[config.mk]
export PLATFORM = sky130hd
export DESIGN_NAME = iaso_top
export DESIGN_NICKNAME = d
export VERILOG_FILES = /design/src/design/iaso_pkg.sv /design/src/design/iaso_top.sv /design/src/design/iaso_sync.sv /design/src/design/iaso_uart_rx.sv
export SDC_FILE = /design/constraint.sdc
export NUM_CORES = 1
export LEC_CHECK = 0
export ABC_CLOCK_PERIOD_IN_PS = 2500
export BUFFER_PORTS_ARGS = -buffer_cell sky130_fd_sc_hd__buf_4
export CORE_UTILIZATION = 61
export CTS_CLUSTER_DIAMETER = 40
export DETAILED_ROUTE_END_ITERATION = 10
export GPL_ROUTABILITY_DRIVEN = 0
export PLACE_DENSITY_LB_ADDON = 0.25
export SETUP_SLACK_MARGIN = 0.15
export SLEW_MARGIN = 25
export SYNTH_ARGS = -nofsm -noshare
export SYNTH_HDL_FRONTEND = slang
export SYNTH_SLANG_ARGS = --single-unit
[constraint.sdc]
create_clock -name mclk_i -period 2.5 [get_ports mclk_i]
set_input_delay 0.125 -clock mclk_i [delete_from_list [all_inputs] [get_ports mclk_i]]
set_output_delay 0.125 -clock mclk_i [all_outputs]
set_load 0.03 [all_outputs]
[src/design/iaso_pkg.sv]
// Package of constants and types for the ignition auto switch-off sequencer
// Overview of operation
// At power-up check temperature and self-test before releasing host boot.
// Ignore temperature and ignition for the first three minutes after start-up.
// After masking, watch temperature and ignition continuously while running.
// Critical temperature: request host shutdown, keep power off until temperature permitted.
// Ignition low or floating: enter delay state, host stays powered until delay ends.
// Ignition returning during delay cancels it and resumes normal operation.
// Delay expiry signals host shutdown; cut power after shutdown time or host done.
// Host exchange uses two consecutive I/O ports at control_port_first and control_port_second.
// Settings come over serial configuration port; runtime traffic over parallel port.
// Without host software, power is removed after delay plus shutdown time.
// Delay and shutdown times are tick counts; delay reloads on each entry.
`default_nettype none
package iaso_pkg;
  // Clock and time base
  localparam int unsigned CLK_HZ = 100_000_000;
  localparam int unsigned TICK_MS = 1000;
  localparam int unsigned TICK_CYC = CLK_HZ / 1000 * TICK_MS;
  // Start-up mask, three minutes in ticks of one second
  localparam int unsigned MASK_MIN = 3;
  localparam logic [15:0] MASK_TICKS = 16'(MASK_MIN * 60 * 1000 / TICK_MS);
  // Reset values of programmable times, 15 and 3 minutes
  localparam logic [15:0] DELAY_RST = 16'h0384;
  localparam logic [15:0] SHUT_RST = 16'h00b4;
  // Port addresses
  localparam logic [9:0] ADDR_STATUS = 10'h379;
  localparam logic [9:0] ADDR_CTRL = 10'h37a;
  // Status port bit positions
  localparam int unsigned ST_SHUT_REQ = 0;
  localparam int unsigned ST_DELAY = 1;
  localparam int unsigned ST_HOT = 2;
  localparam int unsigned ST_MASK = 3;
  localparam int unsigned ST_IGN = 4;
  // Control port bit positions
  localparam int unsigned CT_DONE = 0;
  localparam int unsigned CT_ALIVE = 1;
  // Serial configuration
  localparam int unsigned BAUD = 9600;
  localparam int unsigned BAUD_CYC = CLK_HZ / BAUD;
  localparam logic [7:0] CMD_DELAY = 8'h44;
  localparam logic [7:0] CMD_SHUT = 8'h53;
  typedef enum logic [2:0] {IASO_CHECK, IASO_MASK, IASO_RUN, IASO_DELAY, IASO_SHUT, IASO_OFF, IASO_HOT}
    iaso_state_t;
endpackage : iaso_pkg
`default_nettype wire

[src/design/iaso_top.sv]
// Ignition auto switch-off sequencer: state machine, timers, host ports
`default_nettype none
module iaso_top #(
  parameter int unsigned TICK_CYCLES = iaso_pkg::TICK_CYC,
  parameter int unsigned BIT_CYCLES = iaso_pkg::BAUD_CYC
) (
  // Clock and reset
  input wire logic mclk_i,
  input wire logic rst_n_i,
  // Sense pins
  input wire logic ign_i,
  input wire logic temp_crit_i,
  input wire logic self_ok_i,
  // Host parallel I/O cycle
  input wire logic [9:0] io_addr_i,
  input wire logic io_rd_i,
  input wire logic io_wr_i,
  input wire logic [7:0] io_wdata_i,
  output logic [7:0] io_rdata_o,
  // Serial configuration line
  input wire logic cfg_rxd_i,
  // Power control
  output logic pwr_en_o,
  output logic boot_en_o
);
  import iaso_pkg::*;

  logic ign_s;
  logic hot_s;
  logic ok_s;
  logic rxd_s;
  logic rxd_n_s;
  logic [7:0] rx_data;
  logic rx_valid;
  iaso_state_t state;
  logic [31:0] div;
  logic tick;
  logic [15:0] tcnt;
  logic [15:0] delay_cfg;
  logic [15:0] shut_cfg;
  logic [1:0] cfg_phase;
  logic [7:0] cfg_cmd;
  logic [7:0] cfg_lo;
  logic host_done;
  logic host_alive;
  logic io_rd_q;
  logic io_wr_q;
  logic rd_edge;
  logic wr_edge;
  logic [7:0] status;

  // Pins from outside the clock domain
  iaso_sync u_ign (.mclk_i(mclk_i), .rst_n_i(rst_n_i), .d_i(ign_i), .q_o(ign_s));
  iaso_sync u_hot (.mclk_i(mclk_i), .rst_n_i(rst_n_i), .d_i(temp_crit_i), .q_o(hot_s));
  iaso_sync u_ok (.mclk_i(mclk_i), .rst_n_i(rst_n_i), .d_i(self_ok_i), .q_o(ok_s));
  iaso_sync u_rxd (.mclk_i(mclk_i), .rst_n_i(rst_n_i), .d_i(~cfg_rxd_i), .q_o(rxd_n_s));
  iaso_sync u_rd (.mclk_i(mclk_i), .rst_n_i(rst_n_i), .d_i(io_rd_i), .q_o(io_rd_q));
  iaso_sync u_wr (.mclk_i(mclk_i), .rst_n_i(rst_n_i), .d_i(io_wr_i), .q_o(io_wr_q));

  // Serial line is synchronised inverted, so its reset value reads as idle and not as a start bit
  assign rxd_s = ~rxd_n_s;

  // Configuration receiver at the configured bit rate
  iaso_uart_rx #(.BIT_CYC(BIT_CYCLES)) u_rx (
    .mclk_i(mclk_i),
    .rst_n_i(rst_n_i),
    .rxd_i(rxd_s),
    .data_o(rx_data),
    .valid_o(rx_valid)
  );

  // Time base divider gives one-cycle tick
  always_ff @(posedge mclk_i or negedge rst_n_i) begin
    if (!rst_n_i) begin
      div <= 32'h0;
      tick <= 1'b0;
    end else begin
      tick <= (div == TICK_CYCLES - 1);
      div <= (div == TICK_CYCLES - 1) ? 32'h0 : div + 32'h1;
    end
  end

  // Serial command, low byte, high byte sets a time
  always_ff @(posedge mclk_i or negedge rst_n_i) begin
    if (!rst_n_i) begin
      cfg_phase <= 2'h0;
      cfg_cmd <= 8'h00;
      cfg_lo <= 8'h00;
      delay_cfg <= DELAY_RST;
      shut_cfg <= SHUT_RST;
    end else if (rx_valid) begin
      case (cfg_phase)
        2'h0: begin
          cfg_cmd <= rx_data;
          if (rx_data == CMD_DELAY || rx_data == CMD_SHUT) begin
            cfg_phase <= 2'h1;
          end
        end
        2'h1: begin
          cfg_lo <= rx_data;
          cfg_phase <= 2'h2;
        end
        default: begin
          cfg_phase <= 2'h0;
          if (cfg_cmd == CMD_DELAY) begin
            delay_cfg <= {rx_data, cfg_lo};
          end else begin
            shut_cfg <= {rx_data, cfg_lo};
          end
        end
      endcase
    end
  end

  // Host port strobes on the rising edge of the synchronised strobe
  always_ff @(posedge mclk_i or negedge rst_n_i) begin
    if (!rst_n_i) begin
      rd_edge <= 1'b0;
      wr_edge <= 1'b0;
    end else begin
      rd_edge <= io_rd_q;
      wr_edge <= io_wr_q;
    end
  end

  // Control port write; done is a request, consumed on leaving shutdown
  always_ff @(posedge mclk_i or negedge rst_n_i) begin
    if (!rst_n_i) begin
      host_done <= 1'b0;
      host_alive <= 1'b0;
    end else begin
      if (io_wr_q && !wr_edge && io_addr_i == ADDR_CTRL) begin
        host_alive <= io_wdata_i[CT_ALIVE];
        host_done <= io_wdata_i[CT_DONE] && (state == IASO_SHUT || state == IASO_HOT);
      end else if (state != IASO_SHUT && state != IASO_HOT) begin
        host_done <= 1'b0;
      end
    end
  end

  // Status byte and readback
  always_comb begin
    status = 8'h00;
    status[ST_SHUT_REQ] = (state == IASO_SHUT);
    status[ST_DELAY] = (state == IASO_DELAY);
    status[ST_HOT] = hot_s;
    status[ST_MASK] = (state == IASO_MASK);
    status[ST_IGN] = ign_s;
  end

  always_ff @(posedge mclk_i or negedge rst_n_i) begin
    if (!rst_n_i) begin
      io_rdata_o <= 8'h00;
    end else if (io_rd_q && !rd_edge) begin
      if (io_addr_i == ADDR_STATUS) begin
        io_rdata_o <= status;
      end else if (io_addr_i == ADDR_CTRL) begin
        io_rdata_o <= {6'h00, host_alive, host_done};
      end else begin
        io_rdata_o <= 8'h00;
      end
    end
  end

  // Sequencer with shared tick counter
  always_ff @(posedge mclk_i or negedge rst_n_i) begin
    if (!rst_n_i) begin
      state <= IASO_CHECK;
      tcnt <= 16'h0000;
    end else begin
      case (state)
        IASO_CHECK: begin
          if (ok_s && !hot_s) begin
            state <= IASO_MASK;
            tcnt <= MASK_TICKS;
          end
        end
        IASO_MASK: begin
          if (tick) begin
            if (tcnt <= 16'h0001) begin
              state <= IASO_RUN;
            end else begin
              tcnt <= tcnt - 16'h0001;
            end
          end
        end
        IASO_RUN: begin
          if (hot_s) begin
            state <= IASO_HOT;
            tcnt <= shut_cfg;
          end else if (!ign_s) begin
            state <= IASO_DELAY;
            tcnt <= delay_cfg;
          end
        end
        IASO_DELAY: begin
          if (hot_s) begin
            state <= IASO_HOT;
            tcnt <= shut_cfg;
          end else if (ign_s) begin
            state <= IASO_RUN;
          end else if (tick) begin
            if (tcnt <= 16'h0001) begin
              state <= IASO_SHUT;
              tcnt <= shut_cfg;
            end else begin
              tcnt <= tcnt - 16'h0001;
            end
          end
        end
        IASO_SHUT: begin
          if (host_done) begin
            state <= IASO_OFF;
          end else if (tick) begin
            if (tcnt <= 16'h0001) begin
              state <= IASO_OFF;
            end else begin
              tcnt <= tcnt - 16'h0001;
            end
          end
        end
        IASO_HOT: begin
          if (host_done || (tick && tcnt <= 16'h0001)) begin
            state <= IASO_OFF;
          end else if (tick) begin
            tcnt <= tcnt - 16'h0001;
          end
        end
        IASO_OFF: begin
          // Power stays off; cool with ignition on restarts the checks
          if (!hot_s && ign_s) begin
            state <= IASO_CHECK;
          end
        end
        default: begin
          state <= IASO_CHECK;
        end
      endcase
    end
  end

  // Power and boot outputs from flip-flops
  always_ff @(posedge mclk_i or negedge rst_n_i) begin
    if (!rst_n_i) begin
      pwr_en_o <= 1'b0;
      boot_en_o <= 1'b0;
    end else begin
      pwr_en_o <= (state != IASO_OFF) && (state != IASO_CHECK || ok_s);
      boot_en_o <= (state != IASO_CHECK) && (state != IASO_OFF);
    end
  end
endmodule : iaso_top
`default_nettype wire

[src/design/iaso_sync.sv]
// Two flip-flop synchroniser for one pin level
`default_nettype none
module iaso_sync (
  // Clock and reset
  input wire logic mclk_i,
  input wire logic rst_n_i,
  // Level in and out
  input wire logic d_i,
  output logic q_o
);
  logic meta;
  // First stage feeds only the second
  always_ff @(posedge mclk_i or negedge rst_n_i) begin
    if (!rst_n_i) begin
      meta <= 1'b0;
      q_o <= 1'b0;
    end else begin
      meta <= d_i;
      q_o <= meta;
    end
  end
endmodule : iaso_sync
`default_nettype wire

[src/design/iaso_uart_rx.sv]
// Serial byte receiver for the configuration port, 8N1
`default_nettype none
module iaso_uart_rx #(
  parameter int unsigned BIT_CYC = 10417
) (
  // Clock and reset
  input wire logic mclk_i,
  input wire logic rst_n_i,
  // Synchronised serial line
  input wire logic rxd_i,
  // Received byte, one-cycle strobe
  output logic [7:0] data_o,
  output logic valid_o
);
  logic [15:0] cnt;
  logic [3:0] bitn;
  logic busy;
  // Sample mid-bit; a false start bit is dropped
  always_ff @(posedge mclk_i or negedge rst_n_i) begin
    if (!rst_n_i) begin
      cnt <= 16'h0000;
      bitn <= 4'h0;
      busy <= 1'b0;
      data_o <= 8'h00;
      valid_o <= 1'b0;
    end else begin
      valid_o <= 1'b0;
      if (!busy) begin
        if (!rxd_i) begin
          busy <= 1'b1;
          cnt <= 16'(BIT_CYC / 2);
          bitn <= 4'h0;
        end
      end else if (cnt != 16'h0000) begin
        cnt <= cnt - 16'h0001;
      end else begin
        cnt <= 16'(BIT_CYC - 1);
        bitn <= bitn + 4'h1;
        if (bitn == 4'h0) begin
          if (rxd_i) begin
            busy <= 1'b0;
          end
        end else if (bitn == 4'h9) begin
          busy <= 1'b0;
          valid_o <= rxd_i;
        end else begin
          data_o <= {rxd_i, data_o[7:1]};
        end
      end
    end
  end
endmodule : iaso_uart_rx
`default_nettype wire

## Yosys cells after proc, flatten, opt, wreduce, memory -nomap -nowiden

Cells that the tools add are included.
Widths: inputs -> output; s select.

| word-level totals | value |
|---|---|
| bits in registers | 158 |
| bits of input ports | 26 |
| output and inout port bits | 10 |
| logic and storage cells | 164 |

| operators by class | value |
|---|---|
| $add $sub $neg | 4 |
| order comparisons | 1 |
| eq/ne operators | 34 |
| mux-type cells | 50 |
| bitwise logic cells | 7 |
| reduce and logical (&&, ||, !) cells | 35 |

Operator list:

| operator | count |
|---|---|
| $mux 16 | 15 |
| $pmux 16 s6 | 1 |
| $mux 3 | 14 |
| $add 32x1->32 const B | 1 |
| $eq 32x27->1 const B | 1 |
| $mux 32 | 1 |
| $sub 16x1->16 const B | 2 |
| $eq 8x7->1 const B | 3 |
| $pmux 3 s7 | 1 |
| $eq 10x10->1 const B | 2 |
| $le 16x1->1 const B | 1 |
| $ne 2x2->1 const B | 8 |
| $reduce_bool 16->1 | 1 |
| $mux 4 | 3 |
| $ne 3x2->1 const B | 4 |
| $ne 3x3->1 const B | 4 |
| $mux 1 | 11 |
| $logic_and 1x1->1 | 10 |
| $reduce_and 10->1 | 1 |
| $eq 3x3->1 const B | 3 |
| $reduce_and 2->1 | 4 |
| $reduce_and 8->1 | 1 |
| $not 1->1 | 7 |
| $eq 3x2->1 const B | 2 |
| other kinds (21) | 30 |

## Depth between registers and ports, before layout

Gate-level depths: netlist of run 1.

| depth | value |
|---|---|
| depth in word-level cells | 6 |
| depth in mapped cells | 9 |
| depth with buffers taken out | 8 |

## Hierarchy

Synthesis of run 1 repeated with hierarchy kept, for this count alone.

| second synthesis, totals | value |
|---|---|
| cells, all modules | 681 |
| area total of the unflattened synthesis | 7500.9 sq um |

Modules (own cells, without submodules):

| module | instances | cells an instance | area each (sq um) | seq. area each (sq um) |
|---|---|---|---|---|
| iaso_top | 1 | 506 | 5534.1 | 2837.7 |
| iaso_uart_rx | 1 | 163 | 1666.6 | 750.7 |
| iaso_sync | 6 | 2 | 50.0 | 50.0 |

## Least setup slack after synthesis of run 1

No wires, ideal clock.

| path | value |
|---|---|
| kind | register to register |
| from | register tcnt[0] |
| to | register tcnt[7] |
| library setup time | 121 ps |
| data arrival time | 1896 ps |
| required time | 2379 ps |
| path slack | 483 ps |
| stages on the path, launching flop included | 9 |
| path buffers | 0 |
| period minus slack after synthesis | 2017 ps |
| path through | dfrtp_1 > inv_1 > ha_1 > nor2_1 > and4b_1 > a221oi_1 > o21a_1 > a31oi_1 > o22a_1 |

| on the way | value |
|---|---|
| word-level cells in the longest chain between the ends | 6 |
| elaborated cells on any way between the ends | 16 |
| classes of those cells | add/sub (1); order compare (1); eq/ne (1); mux (10); reduce/logical (3) |

Ends and longest elaborated chain:

| what | line | source |
|---|---|---|
| start: declaration | iaso_top.sv:38 | `logic [15:0] tcnt;` |
| start signal: assignment | iaso_top.sv:183 | `tcnt <= tcnt - 16'h0001;` |
| start signal: assignment | iaso_top.sv:190 | `tcnt <= shut_cfg;` |
| start signal: assignment | iaso_top.sv:193 | `tcnt <= delay_cfg;` |
| $sub 16x1->16 / $le 16x1->1 (equally long branches) | -- |  |
| $mux 16 | iaso_top.sv:203 | `if (tcnt <= 16'h0001) begin` |
| $mux 16 | iaso_top.sv:202 | `end else if (tick) begin` |
| $mux 16 | iaso_top.sv:200 | `end else if (ign_s) begin` |
| $mux 16 | iaso_top.sv:197 | `if (hot_s) begin` |
| $pmux 16 s6 | iaso_top.sv:171 | `case (state)` |

Parallel ways exist; a longest one is shown, timed or not. The select of a mux whose other input is x is not followed.
A chain may end at the register's enable or synchronous reset.

## Final worst setup path of run 1

| path | value |
|---|---|
| from | register tcnt[0] |
| to | register tcnt[5] |

Same word-level chain as after synthesis.

==> qor.txt, run 1 <==
CORE AREA - 0.0116 sq mm
Drc violations - 2
First-pass GRT wire length - 27100 microns
GRT Util Overall - 0.276
Fill cell count - 776
Pin count of the biggest net entering global routing - 67
Die area - 0.0125 sq mm
FF+latch count, synth - 155
H-Tree Depth - 4
DR iter-0 viols - 522
Critical-path cell list - inv_2 > ha_4 > nor2_1 > nand4b_1 > o31ai_4 > buf_6 > a22oi_1 > a31oi_1 > o22a_1
Final wirelength - 16200 microns
Number of synthesized flops with an enable pin - 0
Via count - 5535
Fin Setup TNS - 0 ps
Reg2reg start - tcnt[0]
Mapped cell area - 0.00736 sq mm
Async S/R FF share, synth - 1.00
Category of the most critical setup path - reg2reg
CTS root buf - clkbuf_16
CP peak stage delay - 420 ps
Maximum vdd drop - 592 uV
Cell taking the most area after synthesis - dfrtp_1
Crit Path Max Fanout - 8
Distinct cells, synth - 69
CP max stage cell - dfrtp_1
Clk slew on worst S/H paths - 60 ps
Lkg Pwr - 3.84 nW
Worst-Margin Slew - 696 ps
Setup crit end kind - flop
Ranking of synthesized cells by area - dfrtp_1 (50%), mux2_2 (8.7%), dfstp_2 (2.9%)
Hold/Removal Path Class - in2reg
Total power - 7.42 mW
Hold Vio Cnt, Final - 0
I/O pin cnt - 36
Final period util - 0.881
CTS tree - yes
Net count, final - 757
Outcome - finished with violations
RSZ-0062 raised after global routing - no
CP delay by family, top - compound AO/OA/AOI/OAI gates
Total gr overflow - 0
Warnings from Yosys - 0
Post-Route Skew - 6.12 ps
Clock sinks - 155
Router iterations before antenna repair - 10
Share of the synthesized area in the top cell type - 0.500
Number of CTS-inserted buffers - 17
Most frequent cells in the layout - dfrtp_1 (147), mux2_2 (57), nor2_1 (54)
Final Max Slew Viols - 0
Die W - 112 microns
Worst rel slew slack - 0.534
CP startpoint - tcnt[0]
CP bufs+invs - 2
Worst-Skew Late Latency - 420 ps
Vias in the first global route - 5640
Synth Instances - 671
Final setup vio count - 0
Min-delay src - io_addr_i[1]
Most used flip-flop cell after synthesis - dfrtp_1
Initial antenna violation count - 0
Synthesized area per cell - 11.0 sq um
Clock tree buffer depth - 2
WL/cell - 18.4 microns
Maximum clock frequency - 0.454 GHz
Starting density of the core - 0.634
Final worst path period need - 2200 ps
Pwr per Cell Area - 865 mW/mm^2
Via density - 6.30
Area growth syn-to-layout - 16.6%
CP arrival - 2570 ps
Post-detailed-route count of antenna-violating nets - 0
Commonest non-fill, non-tap cell in the layout - dfrtp_1
Die height - 112 microns
Ant diodes - 0
WP data required - 2870 ps
Max-capacitance violation count - 0
Critical path launch point type - flop
Layout cells sized above 1 - 0.234
Sequential area share after synthesis - 0.528
FP Rows - 39
Violated checks - design-rule violations
I/O Buffers - 26
Hpwl dp - 10100 microns
-- registers in the layout, indices dropped and copies added (netlist names), 2 cells and up --
name / flops
shut_cfg: 16
cfg_lo: 8
state: 3
u_rx.cnt: 16
tcnt: 16
cfg_cmd: 8
div: 32
cfg_phase: 2
u_rx.bitn: 4
io_rdata_o: 5
u_rx.data_o: 8
delay_cfg: 16
-- kinds of logic after synthesis --
kind of cell | synth area share
xor gates and xnor gates | 0.0369
and+or+nand+nor | 0.165
other | 0.000509
buffers and inverters | 0.0319
muxes | 0.0912
AOI/OAI and AO/OA | 0.132
adders and majority gates | 0.0136
DFF | 0.528
-- metal layers --
metal	wire (microns)	track usage	vias to the layer above
li1	-	-	2541
met1	6700	0.355	2753
met2	8170	0.456	202
met3	899	0.0642	39
met4	391	0.105	0
met5	0	0	-
-- power breakdown --
group	switching, mW	internal (mW)	total [mW]
Sequential	0.300	2.71	3.01
Combinational	1.04	0.688	1.73
Clock	0.997	1.69	2.69
Total	2.34	5.09	7.42
-- synthesized netlist by cell type (5+ instances only) --
master / instances
a21oi_1: 24
a221oi_1: 6
a22o_1: 9
a22oi_1: 5
a31oi_1: 10
buf_2: 8
clkbuf_1: 12
dfrtp_1: 147
dfstp_2: 8
ha_1: 8
inv_1: 28
mux2_2: 57
nand2_1: 43
nand2b_1: 14
nand3_1: 20
nand4_1: 6
nor2_1: 55
nor2b_1: 7
nor3_1: 17
nor3b_1: 5
nor4_1: 10
nor4b_1: 6
o21ai_0: 30
o21ai_1: 10
o22ai_1: 8
o31ai_1: 8
o41ai_1: 5
xnor2_1: 17
xor2_1: 14
-- area by class of cell --
cell class / instances / area [sq um] / share of cell area
well taps: 143 / 179 / 0.0208
clock inverters: 12 / 171 / 0.0200
clock buffers: 20 / 447 / 0.0520
repair buffers: 57 / 468 / 0.0545
inverters: 28 / 105 / 0.0122
multi-input cells: 464 / 3320 / 0.387
flip-flops and latches: 155 / 3890 / 0.453
-- timing repair --
action                                  in CTS  in global routing
setup buffers                                0                  5
cloned                                       0                  1
pin swaps                                    0                  4
hold endpoints to repair                    62                  0
hold buffers                                 9                  0
endpoints found under the setup margin       7                 26
gates resized for setup                      1                 16
-- metrics by stage --
step	worst slack, ps	utilization	instance area [sq um]	hold WS, ps	instances
3_3_place_gp	137	0.667	7750	130	832
3_5_place_dp	35.5	0.667	7750	130	832
5_1_grt	159	0.739	8580	80.6	879
6_report	299	0.739	8580	57.3	879
2_1_floorplan	483	-	7370	-171	673
4_1_cts	157	0.729	8470	30.0	873
-- worst min-delay path: stages --
cell and delay (ps):
buf_4 80, nor3b_1 70, inv_1 90, o41ai_1 70
-- final timing paths --
kind	endpoint	slack, ps	depth (start not counted)
setup / recovery	tcnt[5]	300	9
hold / removal	io_rdata_o[3]	60	4
setup reg to reg	tcnt[5]	300	9
hold reg to reg	u_ok.q_o	350	0
max in group asynchronous	u_rx.cnt[3]	1450	3
min in group asynchronous	delay_cfg[14]	250	2
(Power assumes the default switching activity.)
==> inputs of run 2 (changes only) <==
--- a/config.mk
+++ b/config.mk
@@ -7,7 +7,9 @@
 export LEC_CHECK = 0
 export ABC_CLOCK_PERIOD_IN_PS = 2500
 export BUFFER_PORTS_ARGS = -buffer_cell sky130_fd_sc_hd__buf_4
-export CORE_UTILIZATION = 61
+export CELL_PAD_IN_SITES_DETAIL_PLACEMENT = 1
+export CELL_PAD_IN_SITES_GLOBAL_PLACEMENT = 2
+export CORE_UTILIZATION = 41
 export CTS_CLUSTER_DIAMETER = 40
 export DETAILED_ROUTE_END_ITERATION = 10
 export GPL_ROUTABILITY_DRIVEN = 0
==> run 2 against run 1 <==
  * The flow now finishes without violations
  * Via count down 1.2%
  * Core utilization down 24 points
  * Setup slack got worse by 56 ps
  * Combinational power about the same
  * Global-route usage down 6.5 points
  * Die area is 48% higher
  * Highest routed layer unchanged
==> qor.txt, run 2 (synthesis gave the netlist of run 1 again) <==
Outcome - completed
Worst rel slew slack - 0.601 (+0.0670)
CTS root buf - clkbuf_16
GRT Util Overall - 0.211 (-0.0646)
Pwr per Cell Area - 844 mW/mm^2 (-2.4%)
CP arrival - 2590 ps (+20 ps)
Int Power - 4.98 mW (-2.1%)
WP data required - 2840 ps (-30 ps)
CTS tree - yes
Most frequent cells in the layout - dfrtp_1 (147), mux2_2 (57), nor2_1 (54)
Maximum clock frequency - 0.443 GHz (-2.5%)
Final period util - 0.903 (+0.0225)
WL/cell - 18.8 microns (+2.0%)
Worst-Skew Late Latency - 420 ps (about the same)
Placed cells - 925 (+11%)
Via count - 5470 (-1.2%)
Lkg Pwr - 3.85 nW (+0.25%)
Clk pwr share - 0.352 (-0.010)
Final worst path period need - 2260 ps (+56.4 ps)
I/O Buffers - 26 (unchanged)
Clock tree buffer depth - 2 (unchanged)
Clock sinks - 155 (unchanged)
Worst-Margin Slew - 597 ps (-99.2 ps)
Clk slew on worst S/H paths - 60 ps (about the same)
Hold_ws - 72.5 ps (+15.2 ps)
Die W - 136 microns (+22%)
Commonest non-fill, non-tap cell in the layout - dfrtp_1
DR iter-0 viols - 285 (-45%)
Hold/Removal Path Class - in2reg
Die height - 136 microns (+22%)
Final Max Slew Viols - 0 (unchanged)
Post-CTS Setup Inserts - 0 (unchanged)
H-Tree Depth - 4 (unchanged)
Hold Vio Cnt, Final - 0 (unchanged)
Area growth syn-to-layout - 17.6%
FP Rows - 48 (+23%)
Pin count of the biggest net entering global routing - 93 (+39%)
Maximum vdd drop - 549 uV (-7.3%)
I/O pin cnt - 36 (unchanged)
Router iterations before antenna repair - 4 (-6)
CORE AREA - 0.0174 sq mm (+50%)
Die area - 0.0185 sq mm (+48%)
Critical path launch point type - flop
Number of CTS-inserted buffers - 17 (unchanged)
Flop pwr share - 0.409 (+0.004)
Vias in the first global route - 5835 (+3.5%)
RSZ-0062 raised after global routing - yes
Net Switching - 2.34 mW (-0.13%)
Crit Path Max Fanout - 10 (+2)
Post-detailed-route count of antenna-violating nets - 0 (unchanged)
Biggest register - div
Max reg flops - 32 (unchanged)
Final wirelength - 18100 microns (+12%)
Initial antenna violation count - 0 (unchanged)
Starting density of the core - 0.423 (-0.211)
Switching part of the total - 0.319 (+0.00441)
Total gr overflow - 0 (unchanged)
Max-capacitance violation count - 0 (unchanged)
Utilization after layout - 0.497 (-0.242)
Net count, final - 762 (+0.66%)
Drc violations - 0 (-2)
Layout cells sized above 1 - 0.230 (-0.00397)
Via density - 5.67 (-10%)
Category of the most critical setup path - reg2reg
Ant diodes - 0 (unchanged)
Logic pwr share - 0.240 (+0.007)
Non-Filler Instances - 965 (+9.8%)
Hpwl dp - 12200 microns (+21%)
Setup crit end kind - flop
Fin Setup TNS - 0 ps (unchanged)
First-pass GRT wire length - 30200 microns (+11%)
Post-Route Skew - 10.1 ps (+3.99 ps)
Final setup vio count - 0 (unchanged)
## run 2: through the flow
step | area (sq um) | setup slack [ps] | power (mW)
after detailed placement | 7950 | 91.8 | 4.70
after floorplan | 7370 | 483 | 4.06
final | 8660 | 242 | 7.31
after CTS | 8630 | 151 | 7.32
after global routing | 8660 | 110 | 7.67
after global placement | 7950 | 203 | 4.62
## run 2: what timing repair did
action                                  4_1_cts  5_1_grt
hold endpoints to repair                     34        0
resized for setup                             1        7
endpoints found under the setup margin        6       16
pin swaps                                     0        1
hold buffers                                  9        0
## run 2: power groups by stage
stage | logic (mW) | clock network (mW) | registers [mW]
finish | 1.75 | 2.57 | 2.99
global route | 1.92 | 2.73 | 3.02
CTS | 1.72 | 2.63 | 2.97
detailed placement | 1.69 | 0 | 3.01
global placement | 1.62 | 0 | 3.00
floorplan | 1.13 | 0 | 2.93
## run 2: cell type report
cell class | instances | area, sq um
clock inverter | 6 | 86.3
clock buffer | 25 | 495
sequential | 155 | 3890
timing repair buffer | 62 | 517
tap | 225 | 282
fill | 1896 | 8750
inverter | 28 | 105
multi-input combinational | 464 | 3290
## run 2: worst max-delay path, stage by stage, from the launching register on
cell and delay (ps):
dfrtp_1 370, inv_1 100, ha_1 240, nor2_2 170, and4b_1 260, a221oi_2 300, o21ai_2 210, o31ai_1 360
o2bb2ai_1 160
## run 2: per-layer routing
layer	track usage	vias to the layer above	wire, microns
met1	0.267	2842	8210
li1	-	2554	-
met3	0.0433	16	320
met4	0.0883	0	196
met2	0.351	58	9370
met5	0	-	0
## run 2: path summary, 6_finish.rpt
path,from,to,slack [ps],cells past startpoint
max in group asynchronous,rst_n_i,delay_cfg[2],1560,3
hold reg to reg,u_rxd.meta,u_rxd.q_o,350,0
hold / removal,io_addr_i[1],io_rdata_o[2],70,4
setup reg to reg,tcnt[0],tcnt[14],240,8
min in group asynchronous,rst_n_i,tcnt[2],140,2
setup / recovery,tcnt[0],tcnt[14],240,8
